==> src/pkg/ldo_ctrl_regs.svh <==
// Register offsets, field positions, reset values and codes of the regulator control bank.
`ifndef LDO_CTRL_REGS_SVH
`define LDO_CTRL_REGS_SVH

`define OFS_GENERAL        16'h406b
`define OFS_ON_STATE       16'h406c
`define OFS_SLEEP_STATE    16'h406d
`define OFS_IRQ_STATUS     16'h4070
`define OFS_IRQ_MASK       16'h4071

`define GEN_ACTION_HI      15
`define GEN_ACTION_LO      14
`define GEN_SOURCE_HI      12
`define GEN_SOURCE_LO      11
`define GEN_VPICK          10
`define GEN_MODE_HI        9
`define GEN_MODE_LO        8
`define GEN_FLOAT          7
`define GEN_SWITCH         6
`define GEN_LPVAR          0
`define GEN_WMASK          16'hdfc1

`define SLOT_HI            15
`define SLOT_LO            13
`define STATE_MODE         8
`define VCODE_HI           4
`define VCODE_LO           0
`define STATE_WMASK        16'he11f

`define GEN_RESET          16'h0200
`define ON_RESET           16'h0000
`define SLEEP_RESET        16'h0100

`define IRQ_BIT_UV         0
`define IRQ_BIT_SHUT       1
`define IRQ_WMASK          16'h0003

`define VCODE_FINE_LAST    5'h0e
`define MV_BASE            900
`define MV_FINE_STEP       50
`define MV_COARSE_BASE     1700
`define MV_COARSE_STEP     100

`define SYNC_STAGES        3

`endif

==> src/pkg/ldo_ctrl_pkg.sv <==
// Types shared by the regulator control bank.
package ldo_ctrl_pkg;

	typedef enum logic [1:0] {
		UV_IGNORE  = 2'h0,
		UV_SHUT_LDO = 2'h1,
		UV_SHUT_SYS = 2'h2,
		UV_RESERVED = 2'h3
	} uv_action_t;

	typedef enum logic [1:0] {
		HWC_OFF    = 2'h0,
		HWC_IN1    = 2'h1,
		HWC_IN2    = 2'h2,
		HWC_EITHER = 2'h3
	} hwc_source_t;

	typedef enum logic [1:0] {
		ST_OFF   = 2'h0,
		ST_ON    = 2'h1,
		ST_SLEEP = 2'h3,
		ST_HWC   = 2'h2
	} reg_state_t;

endpackage

==> src/pin_sync.sv <==
// Three-stage synchroniser for pin inputs with an agreement filter.
`timescale 1ns/10ps
module pin_sync #(
	parameter int WIDTH = 4
) (
	input  wire logic             clk,
	input  wire logic             srst,
	input  wire logic [WIDTH-1:0] raw,
	output logic      [WIDTH-1:0] clean
);

	typedef struct packed {
		logic [WIDTH-1:0] s1;
		logic [WIDTH-1:0] s2;
		logic [WIDTH-1:0] s3;
		logic [WIDTH-1:0] held;
	} sync_state_t;

	sync_state_t st;
	sync_state_t next_st;

	initial begin
		if (WIDTH < 1) begin
			$error("pin_sync needs at least one bit");
		end
	end

	// The held value changes only where the second and third stages agree.
	always_comb begin
		next_st = st;
		next_st.s1 = raw;
		next_st.s2 = st.s1;
		next_st.s3 = st.s2;
		for (int i = 0; i < WIDTH; i++) begin
			if (st.s2[i] == st.s3[i]) begin
				next_st.held[i] = st.s3[i];
			end
		end
	end

	always_ff @(posedge clk) begin
		if (srst) begin
			st <= '0;
		end else begin
			st <= next_st;
		end
	end

	assign clean = st.held;

endmodule

==> src/ldo_ctrl_regs.sv <==
// Control register bank for one low-dropout regulator with its control decode.
//
// Contract
// - Undervoltage action 15:14: ignore, shut regulator, reset system, reserved.
// - Every undervoltage raises an interrupt whatever the action.
// - Hardware control source 12:11: off, input 1, input 2, either.
// - Under hardware control bit 10 picks ON or SLEEP voltage code.
// - Hardware mode 9:8: low power, off, low power, ON mode; reset 10.
// - Bit 7 clear discharges disabled output; set leaves it floating.
// - Bit 0 picks 50mA or 20mA low power variant everywhere.
// - ON slot 15:13: never, timeslot 1 to 5, hardware enable 1 or 2.
// - ON mode bit 8: normal or low power in ON; resets 0.
// - ON voltage code 4:0: 0.9V by 50mV to 1.6V, then 100mV steps.
// - SLEEP slot: 001-101 disable in slot 5..1; others transition 5,3,1.
// - With hardware enable, SLEEP codes 001-101 pick the sleep entry slot.
// - SLEEP mode bit 8: normal or low power in sleep; resets 1.
// - SLEEP voltage code 4:0 maps like ON code; resets zero.
`timescale 1ns/10ps
`include "ldo_ctrl_regs.svh"
module ldo_ctrl_regs
	import ldo_ctrl_pkg::*;
#(
	parameter int ADDR_W = 16,
	parameter int DATA_W = 16
) (
	input  wire logic              CLK_SYS,
	input  wire logic              SRST,
	input  wire logic [ADDR_W-1:0] ADDR,
	input  wire logic [DATA_W-1:0] WDATA,
	input  wire logic              WR,
	input  wire logic              RD,
	output logic      [DATA_W-1:0] RDATA,
	input  wire logic [2:0]        TIMESLOT,
	input  wire logic              STARTUP_PHASE,
	input  wire logic              SLEEP_PHASE,
	input  wire logic              HW_CONTROL_1,
	input  wire logic              HW_CONTROL_2,
	input  wire logic              HW_ENABLE_1,
	input  wire logic              HW_ENABLE_2,
	input  wire logic              UNDERVOLTAGE,
	output logic                   REG_ENABLE,
	output logic                   LOW_POWER,
	output logic                   LOW_POWER_20MA,
	output logic [4:0]             VOLTAGE_CODE,
	output logic [11:0]            VOLTAGE_MV,
	output logic                   DISCHARGE,
	output logic                   SWITCH_MODE,
	output logic                   SYSTEM_RESET,
	output logic                   IRQ
);

	////////////////////////////////////////////////////////////////////////

	typedef struct packed {
		logic [15:0] general;
		logic [15:0] on_ctl;
		logic [15:0] sleep_ctl;
		logic [15:0] irq_status;
		logic [15:0] irq_mask;
		logic        uv_prev;
		logic        uv_shut;
		reg_state_t  state;
		logic [DATA_W-1:0] rdata;
		logic        enable;
		logic        low_power;
		logic        lp20;
		logic [4:0]  vcode;
		logic [11:0] vmv;
		logic        discharge;
		logic        switch_mode;
		logic        sys_reset;
		logic        irq;
	} bank_state_t;

	bank_state_t st;
	bank_state_t next_st;
	logic [4:0]  pins;

	// Slot codes that hand the regulator to a hardware enable pin.
	localparam logic [2:0] SLOT_HWE1 = 3'h6;
	localparam logic [2:0] SLOT_HWE2 = 3'h7;

	initial begin
		if (ADDR_W < 16 || DATA_W < 16) begin
			$error("ldo_ctrl_regs needs 16-bit address and data");
		end
	end

	// Pins cross into the clock domain here; the filter costs four cycles.
	pin_sync #(
		.WIDTH(5)
	) u_sync (
		.clk  (CLK_SYS),
		.srst (SRST),
		.raw  ({UNDERVOLTAGE, HW_ENABLE_2, HW_ENABLE_1,
			HW_CONTROL_2, HW_CONTROL_1}),
		.clean(pins)
	);

	////////////////////////////////////////////////////////////////////////

	function automatic logic [11:0] code_to_mv(input logic [4:0] code);
		logic [11:0] c;
		c = {7'h00, code};
		if (code <= `VCODE_FINE_LAST) begin
			code_to_mv = 12'(`MV_BASE) + 12'(c * 12'(`MV_FINE_STEP));
		end else begin
			code_to_mv = 12'(`MV_COARSE_BASE)
				+ 12'((c - 12'h00f) * 12'(`MV_COARSE_STEP));
		end
	endfunction

	function automatic logic is_addr(input logic [ADDR_W-1:0] a,
		input logic [15:0] ofs);
		is_addr = (a == ADDR_W'(ofs));
	endfunction

	function automatic logic slot_reached(input logic phase,
		input logic [2:0] now, input logic [2:0] slot);
		slot_reached = phase && (now >= slot);
	endfunction

	// Sleep codes 001-101 count down from slot 5; the rest are transitions.
	function automatic logic [2:0] sleep_point(input logic [2:0] code);
		case (code)
			3'h0: sleep_point = 3'h5;
			3'h6: sleep_point = 3'h3;
			3'h7: sleep_point = 3'h1;
			default: sleep_point = 3'h6 - code;
		endcase
	endfunction

	function automatic logic source_active(input hwc_source_t src,
		input logic [1:0] ctl);
		case (src)
			HWC_IN1: source_active = ctl[0];
			HWC_IN2: source_active = ctl[1];
			HWC_EITHER: source_active = |ctl;
			default: source_active = 1'b0;
		endcase
	endfunction

	// Mode 01 turns it off, 11 follows the ON mode bit, others are low power.
	function automatic logic [1:0] hw_mode_out(input logic [1:0] mode,
		input logic on_mode);
		case (mode)
			2'h1: hw_mode_out = 2'b00;
			2'h3: hw_mode_out = {1'b1, on_mode};
			default: hw_mode_out = 2'b11;
		endcase
	endfunction

	////////////////////////////////////////////////////////////////////////

	logic        hwc_active;
	logic        hwe_active;
	logic        hwe_assigned;
	logic        on_due;
	logic        off_due;
	logic        sleep_due;
	logic        sleep_at;
	uv_action_t  action;
	hwc_source_t source;
	logic [2:0]  on_slot;
	logic [2:0]  sleep_slot;
	logic [1:0]  hwc_mode;
	logic        uv_rise;

	always_comb begin
		next_st = st;
		action = uv_action_t'(st.general[`GEN_ACTION_HI:`GEN_ACTION_LO]);
		source = hwc_source_t'(st.general[`GEN_SOURCE_HI:`GEN_SOURCE_LO]);
		hwc_mode = st.general[`GEN_MODE_HI:`GEN_MODE_LO];
		on_slot = st.on_ctl[`SLOT_HI:`SLOT_LO];
		sleep_slot = st.sleep_ctl[`SLOT_HI:`SLOT_LO];
		uv_rise = pins[4] & ~st.uv_prev;
		next_st.uv_prev = pins[4];

		hwc_active = source_active(source, pins[1:0]);

		hwe_assigned = (on_slot == SLOT_HWE1)
			|| (on_slot == SLOT_HWE2);
		hwe_active = (on_slot == SLOT_HWE1) ? pins[2] : pins[3];
		on_due = slot_reached(STARTUP_PHASE, TIMESLOT, on_slot)
			&& (on_slot != 3'h0) && !hwe_assigned;

		// A disable code ends the ON state unless a hardware enable owns it.
		sleep_at = slot_reached(SLEEP_PHASE, TIMESLOT,
			sleep_point(sleep_slot));
		off_due = 1'b0;
		sleep_due = 1'b0;
		if (sleep_slot >= 3'h1 && sleep_slot <= 3'h5) begin
			if (hwe_assigned) begin
				sleep_due = sleep_at;
			end else begin
				off_due = sleep_at;
			end
		end else begin
			sleep_due = sleep_at;
		end

		// Hardware control overrides the slot sequencer in every state.
		case (st.state)
			ST_OFF: begin
				if (hwc_active) begin
					next_st.state = ST_HWC;
				end else if (sleep_due
					&& (on_due || hwe_assigned && hwe_active)) begin
					next_st.state = ST_SLEEP;
				end else if (on_due || (hwe_assigned && hwe_active)) begin
					next_st.state = ST_ON;
				end
			end
			ST_ON: begin
				if (hwc_active) begin
					next_st.state = ST_HWC;
				end else if (off_due || (hwe_assigned && !hwe_active)) begin
					next_st.state = ST_OFF;
				end else if (sleep_due) begin
					next_st.state = ST_SLEEP;
				end
			end
			ST_SLEEP: begin
				if (hwc_active) begin
					next_st.state = ST_HWC;
				end else if (off_due || (hwe_assigned && !hwe_active)) begin
					next_st.state = ST_OFF;
				end else if (!SLEEP_PHASE) begin
					next_st.state = ST_ON;
				end
			end
			ST_HWC: begin
				if (!hwc_active) begin
					next_st.state = ST_ON;
				end
			end
			default: next_st.state = ST_OFF;
		endcase
		if (st.uv_shut) begin
			next_st.state = ST_OFF;
		end

		case (st.state)
			ST_ON: begin
				next_st.enable = 1'b1;
				next_st.low_power = st.on_ctl[`STATE_MODE];
				next_st.vcode = st.on_ctl[`VCODE_HI:`VCODE_LO];
			end
			ST_SLEEP: begin
				next_st.enable = 1'b1;
				next_st.low_power = st.sleep_ctl[`STATE_MODE];
				next_st.vcode = st.sleep_ctl[`VCODE_HI:`VCODE_LO];
			end
			ST_HWC: begin
				{next_st.enable, next_st.low_power} = hw_mode_out(hwc_mode,
					st.on_ctl[`STATE_MODE]);
				next_st.vcode = st.general[`GEN_VPICK]
					? st.sleep_ctl[`VCODE_HI:`VCODE_LO]
					: st.on_ctl[`VCODE_HI:`VCODE_LO];
			end
			default: begin
				next_st.enable = 1'b0;
				next_st.low_power = 1'b0;
				next_st.vcode = st.on_ctl[`VCODE_HI:`VCODE_LO];
			end
		endcase
		next_st.lp20 = st.general[`GEN_LPVAR];
		next_st.vmv = code_to_mv(next_st.vcode);
		next_st.discharge = !next_st.enable
			&& !st.general[`GEN_FLOAT];
		next_st.switch_mode = st.general[`GEN_SWITCH];
		next_st.sys_reset = uv_rise && action == UV_SHUT_SYS;

		// Bus access; the status clear loses to a new event in the same cycle.
		next_st.rdata = '0;
		if (RD) begin
			if (is_addr(ADDR, `OFS_GENERAL)) begin
				next_st.rdata = DATA_W'(st.general);
			end else if (is_addr(ADDR, `OFS_ON_STATE)) begin
				next_st.rdata = DATA_W'(st.on_ctl);
			end else if (is_addr(ADDR, `OFS_SLEEP_STATE)) begin
				next_st.rdata = DATA_W'(st.sleep_ctl);
			end else if (is_addr(ADDR, `OFS_IRQ_STATUS)) begin
				next_st.rdata = DATA_W'(st.irq_status);
				next_st.irq_status = '0;
			end else if (is_addr(ADDR, `OFS_IRQ_MASK)) begin
				next_st.rdata = DATA_W'(st.irq_mask);
			end
		end
		if (WR) begin
			if (is_addr(ADDR, `OFS_GENERAL)) begin
				next_st.general = WDATA[15:0] & `GEN_WMASK;
				next_st.uv_shut = 1'b0;
			end else if (is_addr(ADDR, `OFS_ON_STATE)) begin
				next_st.on_ctl = WDATA[15:0] & `STATE_WMASK;
			end else if (is_addr(ADDR, `OFS_SLEEP_STATE)) begin
				next_st.sleep_ctl = WDATA[15:0] & `STATE_WMASK;
			end else if (is_addr(ADDR, `OFS_IRQ_MASK)) begin
				next_st.irq_mask = WDATA[15:0] & `IRQ_WMASK;
			end
		end
		// Shutdown holds until software rewrites the general register.
		if (uv_rise && action == UV_SHUT_LDO) begin
			next_st.uv_shut = 1'b1;
		end
		if (uv_rise) begin
			next_st.irq_status[`IRQ_BIT_UV] = 1'b1;
			if (action == UV_SHUT_LDO) begin
				next_st.irq_status[`IRQ_BIT_SHUT] = 1'b1;
			end
		end
		next_st.irq = |(next_st.irq_status & st.irq_mask);
	end

	////////////////////////////////////////////////////////////////////////

	// Reset restores the defaults and leaves the output discharged.
	always_ff @(posedge CLK_SYS) begin
		if (SRST) begin
			st <= '0;
			st.general <= `GEN_RESET;
			st.on_ctl <= `ON_RESET;
			st.sleep_ctl <= `SLEEP_RESET;
			st.state <= ST_OFF;
			st.vmv <= 12'(`MV_BASE);
			st.discharge <= 1'b1;
		end else begin
			st <= next_st;
		end
	end

	////////////////////////////////////////////////////////////////////////

	assign RDATA = st.rdata;
	assign REG_ENABLE = st.enable;
	assign LOW_POWER = st.low_power;
	assign LOW_POWER_20MA = st.lp20;
	assign VOLTAGE_CODE = st.vcode;
	assign VOLTAGE_MV = st.vmv;
	assign DISCHARGE = st.discharge;
	assign SWITCH_MODE = st.switch_mode;
	assign SYSTEM_RESET = st.sys_reset;
	assign IRQ = st.irq;

endmodule

==> config.mk <==
export PLATFORM = sky130hd
export DESIGN_NAME = ldo_ctrl_regs
export DESIGN_NICKNAME = d
export VERILOG_FILES = /design/src/pkg/ldo_ctrl_pkg.sv /design/src/pin_sync.sv /design/src/ldo_ctrl_regs.sv
export VERILOG_INCLUDE_DIRS = /design/src /design/src/pkg
export SDC_FILE = /design/constraint.sdc
export NUM_CORES = 1
export LEC_CHECK = 0
export ABC_AREA = 1
export ABC_CLOCK_PERIOD_IN_PS = 6400
export BUFFER_PORTS_ARGS = -buffer_cell sky130_fd_sc_hd__buf_4
export CAP_MARGIN = 20
export CORE_MARGIN = 2
export CORE_UTILIZATION = 61
export DETAILED_ROUTE_END_ITERATION = 16
export GPL_TIMING_DRIVEN = 0
export HOLD_SLACK_MARGIN = 0.08
export PLACE_DENSITY = 0.88
export SYNTH_ARGS = -nofsm -noshare
export SYNTH_HDL_FRONTEND = slang
export SYNTH_SLANG_ARGS = --single-unit
export TNS_END_PERCENT = 5
==> constraint.sdc <==
create_clock -name CLK_SYS -period 6.4 [get_ports CLK_SYS]
set_input_delay 0 -clock CLK_SYS [delete_from_list [all_inputs] [get_ports CLK_SYS]]
set_output_delay 0 -clock CLK_SYS [all_outputs]
set_load 0.1 [all_outputs]
== After elaboration in Yosys (flattened, before gate mapping) ==
Index checks and enable logic that the tools add are counted.
Operators by class
  divide/modulo/power cells: 0
  shift-type cells: 0
  $mul: 2
  bitwise gates (word level): 7
  magnitude comparators: 5
  equal/unequal tests: 28
  mux-type cells: 38
  add/subtract/negate cells: 4
  reduce and logical (&&, ||, !) cells: 35
Operator list (number)
  16-bit two-way mux: 9
  16-bit by 15-bit equality test with 1-bit output, second input constant: 5
  2-bit two-way mux: 12
  16-bit by 2-bit AND with 16-bit output: 1
  16-bit OR reduction: 1
  10-bit by 11-bit adder with 12-bit output, first input constant: 1
  11-bit by 12-bit adder with 12-bit output, first input constant: 1
  2-bit equality test, second input constant: 6
  3-bit equality test, second input constant: 4
  12-bit by 5-bit multiplier with 10-bit output, second input constant: 1
  12-bit two-way mux: 1
  4-bit != test, second input constant: 3
  1-bit logical AND: 11
  5-bit by 5-bit multiplier with 10-bit output, second input constant: 1
  5-bit case mux with 2 select lines: 1
  1-bit two-way mux: 9
  3-bit case mux with 3 select lines: 1
  2-bit by 1-bit equality test with 1-bit output, second input constant: 4
  2-bit case mux with 4 select lines: 1
  4-bit AND reduction: 2
  3-bit greater-or-equal comparator: 2
  2-bit case mux with 3 select lines: 1
  2-bit OR reduction: 3
  5-bit by 4-bit subtractor with 6-bit output, second input constant: 1
  other kinds (22): 37
Storage, ports and cells
  logic and storage cells: 147
  bits in writable memories: 0
  latch bits: 0
  bits in read-only memories: 0
  memories kept: 0
  bits of input ports: 46
  output and inout port bits: 40
  register bits: 110

== Logic depth before layout (Yosys ltp) ==
  depth after elaboration: 10
  gate-level depth with buffers: 25
  gate-level depth less buffers: 24

== Modules after synthesis ==
A second synthesis with hierarchy kept.
Second synthesis, totals
  cell total of the unflattened synthesis: 713
  area, all modules: 5408.9 sq um
Modules (own cells, without submodules)
  ldo_ctrl_regs: cells an instance 640, area each 4763.3 sq um, seq. area each 1481.4 sq um, instances 1
  pin_sync: cells an instance 73, area each 645.6 sq um, seq. area each 400.4 sq um, instances 1

== Worst setup path before layout ==
OpenSTA, ideal clock, no wires.
  path kind: flip-flop to flip-flop
  from: register st[40] in the netlist's numbering
  to: register st, in the netlist VOLTAGE_MV[11]
  required time: 6.268 ns
  stages on the path, launching flop included: 24
  library setup time: 0.132 ns
  path slack: 2.148 ns
  data arrival time: 4.120 ns
  clock period less this slack: 4.252 ns
  buffers on the path: 0
  path through: dfxtp_1 -> o21ai_4 -> nand2_1 -> o21a_1 -> inv_1 -> ha_1 -> nand2_1 -> xnor2_1 -> ha_1 -> ha_1 -> inv_1 -> fa_1 -> inv_1 -> ha_1 -> a21oi_1 -> o21ai_0 -> xnor2_1 -> nand3_1 -> nor2_1 -> nor2_1 -> nand2_1 -> nand2_1 -> nand3_1 -> a21oi_1
RTL lines
  from (decl): line ldo_ctrl_regs.sv:75  | bank_state_t st;
  from (signal assigned): line ldo_ctrl_regs.sv:328  | st <= next_st;

==> results.json <==
{
  "cts_buffers": 9,
  "grt_pass1_wl_um": 22900,
  "first_pass_iters": 6,
  "synth_area_leader_cell": "dfxtp_1",
  "grt_util_met1_pct": 35.1,
  "path_class": "reg2reg",
  "synthFlopType": "dfxtp_1",
  "peakVddDrop_mv": 0.144,
  "cp_max_fo": 10,
  "skew_ns": 0.0164,
  "startpoint_type": "flop",
  "synth-seq-area-share_pct": 35.6,
  "cts_root_buf": "clkbuf_8",
  "ios": 86,
  "grt-ovfl-total": 0,
  "rr_endpoint": "VOLTAGE_MV[11]$_SDFF_PP0_",
  "grt_max_degree": 19,
  "ys_warn_count": 0,
  "synth_area_um2": 5280,
  "wl_per_cell_um": 14.9,
  "worstMarginPinSlew_ns": 0.698,
  "end_kind": "flop",
  "top_usage_layer": "met2",
  "path_clk_slew_ns": 0.10,
  "status": "finished, final reports clean",
  "die_width_um": 97.1,
  "die_area_um2": 9420,
  "grt_setup_unrepaired": "no",
  "vias": 5053,
  "ys_seq_elements": 94,
  "ys_top_cells_by_area": "dfxtp_1, ha_1, inv_1",
  "r2r_slack_ns": 1.33,
  "worst_ep_arrival_time_ns": 5.31,
  "clock_sinks": 94,
  "cts_max_path_buffers": 2,
  "wl_um": 13800,
  "insertion_delay_ns": 0.38,
  "p_per_area_nw_per_um2": 174,
  "io_buffers": 81,
  "p_leak_nw": 3.16,
  "num_antenna_cells": 0,
  "final_core_util_pct": 78.2,
  "area_growth_syn_to_layout_pct": 22.9,
  "fin_crit_sh_pct": 79.2,
  "drv_cap": 0,
  "slew_viol_final": 0,
  "max_freq_mhz": 197,
  "synth_most_common_cell": "inv_1",
  "synth-async-reset-ratio_pct": 0,
  "use_met2_pct": 52.1,
  "grt_pass1_vias": 5042,
  "die_h_um": 97.1,
  "fill_cells": 582,
  "fp-row-count": 33,
  "antenna_found_initial": 0,
  "start_util_pct": 63.7,
  "r2r-start": "st[40]$_SDFFE_PP0P_",
  "dp_hpwl_um": 10100,
  "gr-usage-all-layers_pct": 29.7,
  "cp.required_ns": 6.65,
  "cts_tree": "yes",
  "layout.nets": 909,
  "timing.hold.ws_ns": 0.110,
  "r2r_cells": 25,
  "ant_nets": 0,
  "synth_edf_count": 0,
  "slew-limit-headroom_pct": 53.3,
  "drc": 0,
  "grt_use_met3_pct": 6.33,
  "drt_iter0_drc": 373,
  "finalHoldViolations": 0,
  "min_period_ns": 5.07,
  "layout-drive-gt1-share_pct": 19.1,
  "hold_end": "st[100]$_SDFFE_PP0P_",
  "gp_congestion": 0.902,
  "startpoint": "st[40]$_SDFFE_PP0P_",
  "min-delay-start": "WR",
  "total_power_mw": 1.13,
  "hold_class": "in2reg",
  "hold_path_depth": 4,
  "synthTopCellsByCount": "inv_1, nand2_1, dfxtp_1",
  "synth_cell_types": 44,
  "synthesis.instances": 697,
  "fin_setup_tns_ns": 0,
  "coreArea_um2": 8300,
  "synth_top_area_share_pct": 35.6,
  "cts-htree-levels": 3,
  "setup_viol": 0,
  "vias_per_cell": 5.46,
  "synth_area_per_cell_um2": 7.58
}
stage by stage:
step | cells | setup WS [ns] | area, µm²
3_3_place_gp | 884 | 1.59 | 6030
5_1_grt | 925 | 0.965 | 6490
3_5_place_dp | 884 | 1.44 | 6030
2_1_floorplan | 698 | 2.15 | 5290
4_1_cts | 925 | 1.43 | 6490
6_report | 925 | 1.33 | 6490
state kept, by name (all words and copies together) (netlist names), 3 cells and up:
signal,cells
RDATA,15
u_sync.next_st,10
u_sync.st,5
u_sync.clean,5
sleep_slot,3
st,22
VOLTAGE_MV,11
on_slot,3
VOLTAGE_CODE,5
logic make-up (layout without fill, tap and decap cells):
logic type / count (synthesis) / in the layout / synth area share [%]
AND/OR/NAND/NOR: 235 / 235 / 19.2
buffers and inverters: 161 / 283 / 14.0
AO/OA/AOI/OAI: 138 / 138 / 15.2
flip-flops: 94 / 94 / 35.6
adder cells (fa/ha/maj): 48 / 48 / 12.2
XOR/XNOR: 19 / 19 / 3.51
other: 1 / 2 / 0.0710
multiplexers: 1 / 1 / 0.213
what timing repair did:
action | in CTS | in global routing
setup buffers | 0 | 0
gates resized for setup | 0 | 0
hold buffers | 25 | 0
hold endpoints to repair | 37 | 0
worst max-delay path, stage by stage (launching register included):
cell	delay (ns)
dfxtp_1	0.40
o21ai_4	0.40
nand2_1	0.11
o21a_1	0.21
inv_1	0.15
ha_1	0.20
clkbuf_1	0.32
nand3_1	0.20
nand2_1	0.14
nand2_1	0.09
ha_1	0.28
ha_1	0.28
inv_1	0.05
fa_1	0.50
inv_1	0.04
ha_1	0.34
a21oi_1	0.15
o21ai_0	0.12
xnor2_1	0.35
nand3_1	0.15
nor2_1	0.13
nor2_1	0.06
nand2_1	0.07
nand2_1	0.05
nand3_1	0.08
a21oi_1	0.06
worst max-delay path by stage:
| stage | slack, ns | end | depth (start not counted) |
|---|---|---|---|
| 3_5_place_dp | 1.44 | VOLTAGE_MV[11]$_SDFF_PP0_ | 25 |
| 2_1_floorplan | 2.15 | VOLTAGE_MV[11]$_SDFF_PP0_ | 23 |
| 3_3_place_gp | 1.59 | VOLTAGE_MV[11]$_SDFF_PP0_ | 25 |
| 4_1_cts | 1.43 | VOLTAGE_MV[11]$_SDFF_PP0_ | 25 |
| 6_report | 1.33 | VOLTAGE_MV[11]$_SDFF_PP0_ | 25 |
| 5_1_grt | 0.97 | VOLTAGE_MV[11]$_SDFF_PP0_ | 25 |
cell type report:
class	count	area [µm²]	area share, %
clock buffer	9	124	1.91
buffer	47	312	4.80
multi-input combinational	443	2670	41.1
tap	105	131	2.02
timing repair buffer	106	858	13.2
sequential	94	1880	29.0
clock inverter	7	91.3	1.41
inverter	114	428	6.59
where the power goes:
part           total, mW  switching, mW  internal [mW]
logic              0.101         0.0586         0.0424
registers          0.594        0.00338          0.591
clock network      0.433          0.243          0.190
total               1.13          0.305          0.823
placed cells by master (no fill, tap or decap), types with 3 or more instances in the layout:
cell           count
o21ai_4            3
clkbuf_8           9
buf_4            114
o22ai_1            5
nand4_1            4
xnor2_1            8
nor3_1             6
nand2_1           98
ha_1              42
nand3_1           32
inv_2              5
nand3b_1           4
nand2_2            4
buf_2              3
o211ai_1           4
dfxtp_1           94
a31oi_1            4
xor2_1            10
clkbuf_1           9
a211oi_1          11
inv_1            108
o21ai_0           40
nor2_1            78
a21oi_1           62
dlygate4sd3_1     25
fa_1               6
metal layers:
metal | wire length (µm) | share of wire, % | up-vias
met5 | 0 | 0 | -
met4 | 330 | 2.4 | 0
met3 | 1060 | 7.7 | 38
met2 | 6760 | 49 | 226
met1 | 5620 | 41 | 2344
li1 | - | - | 2445
(Power assumes the default switching activity.)
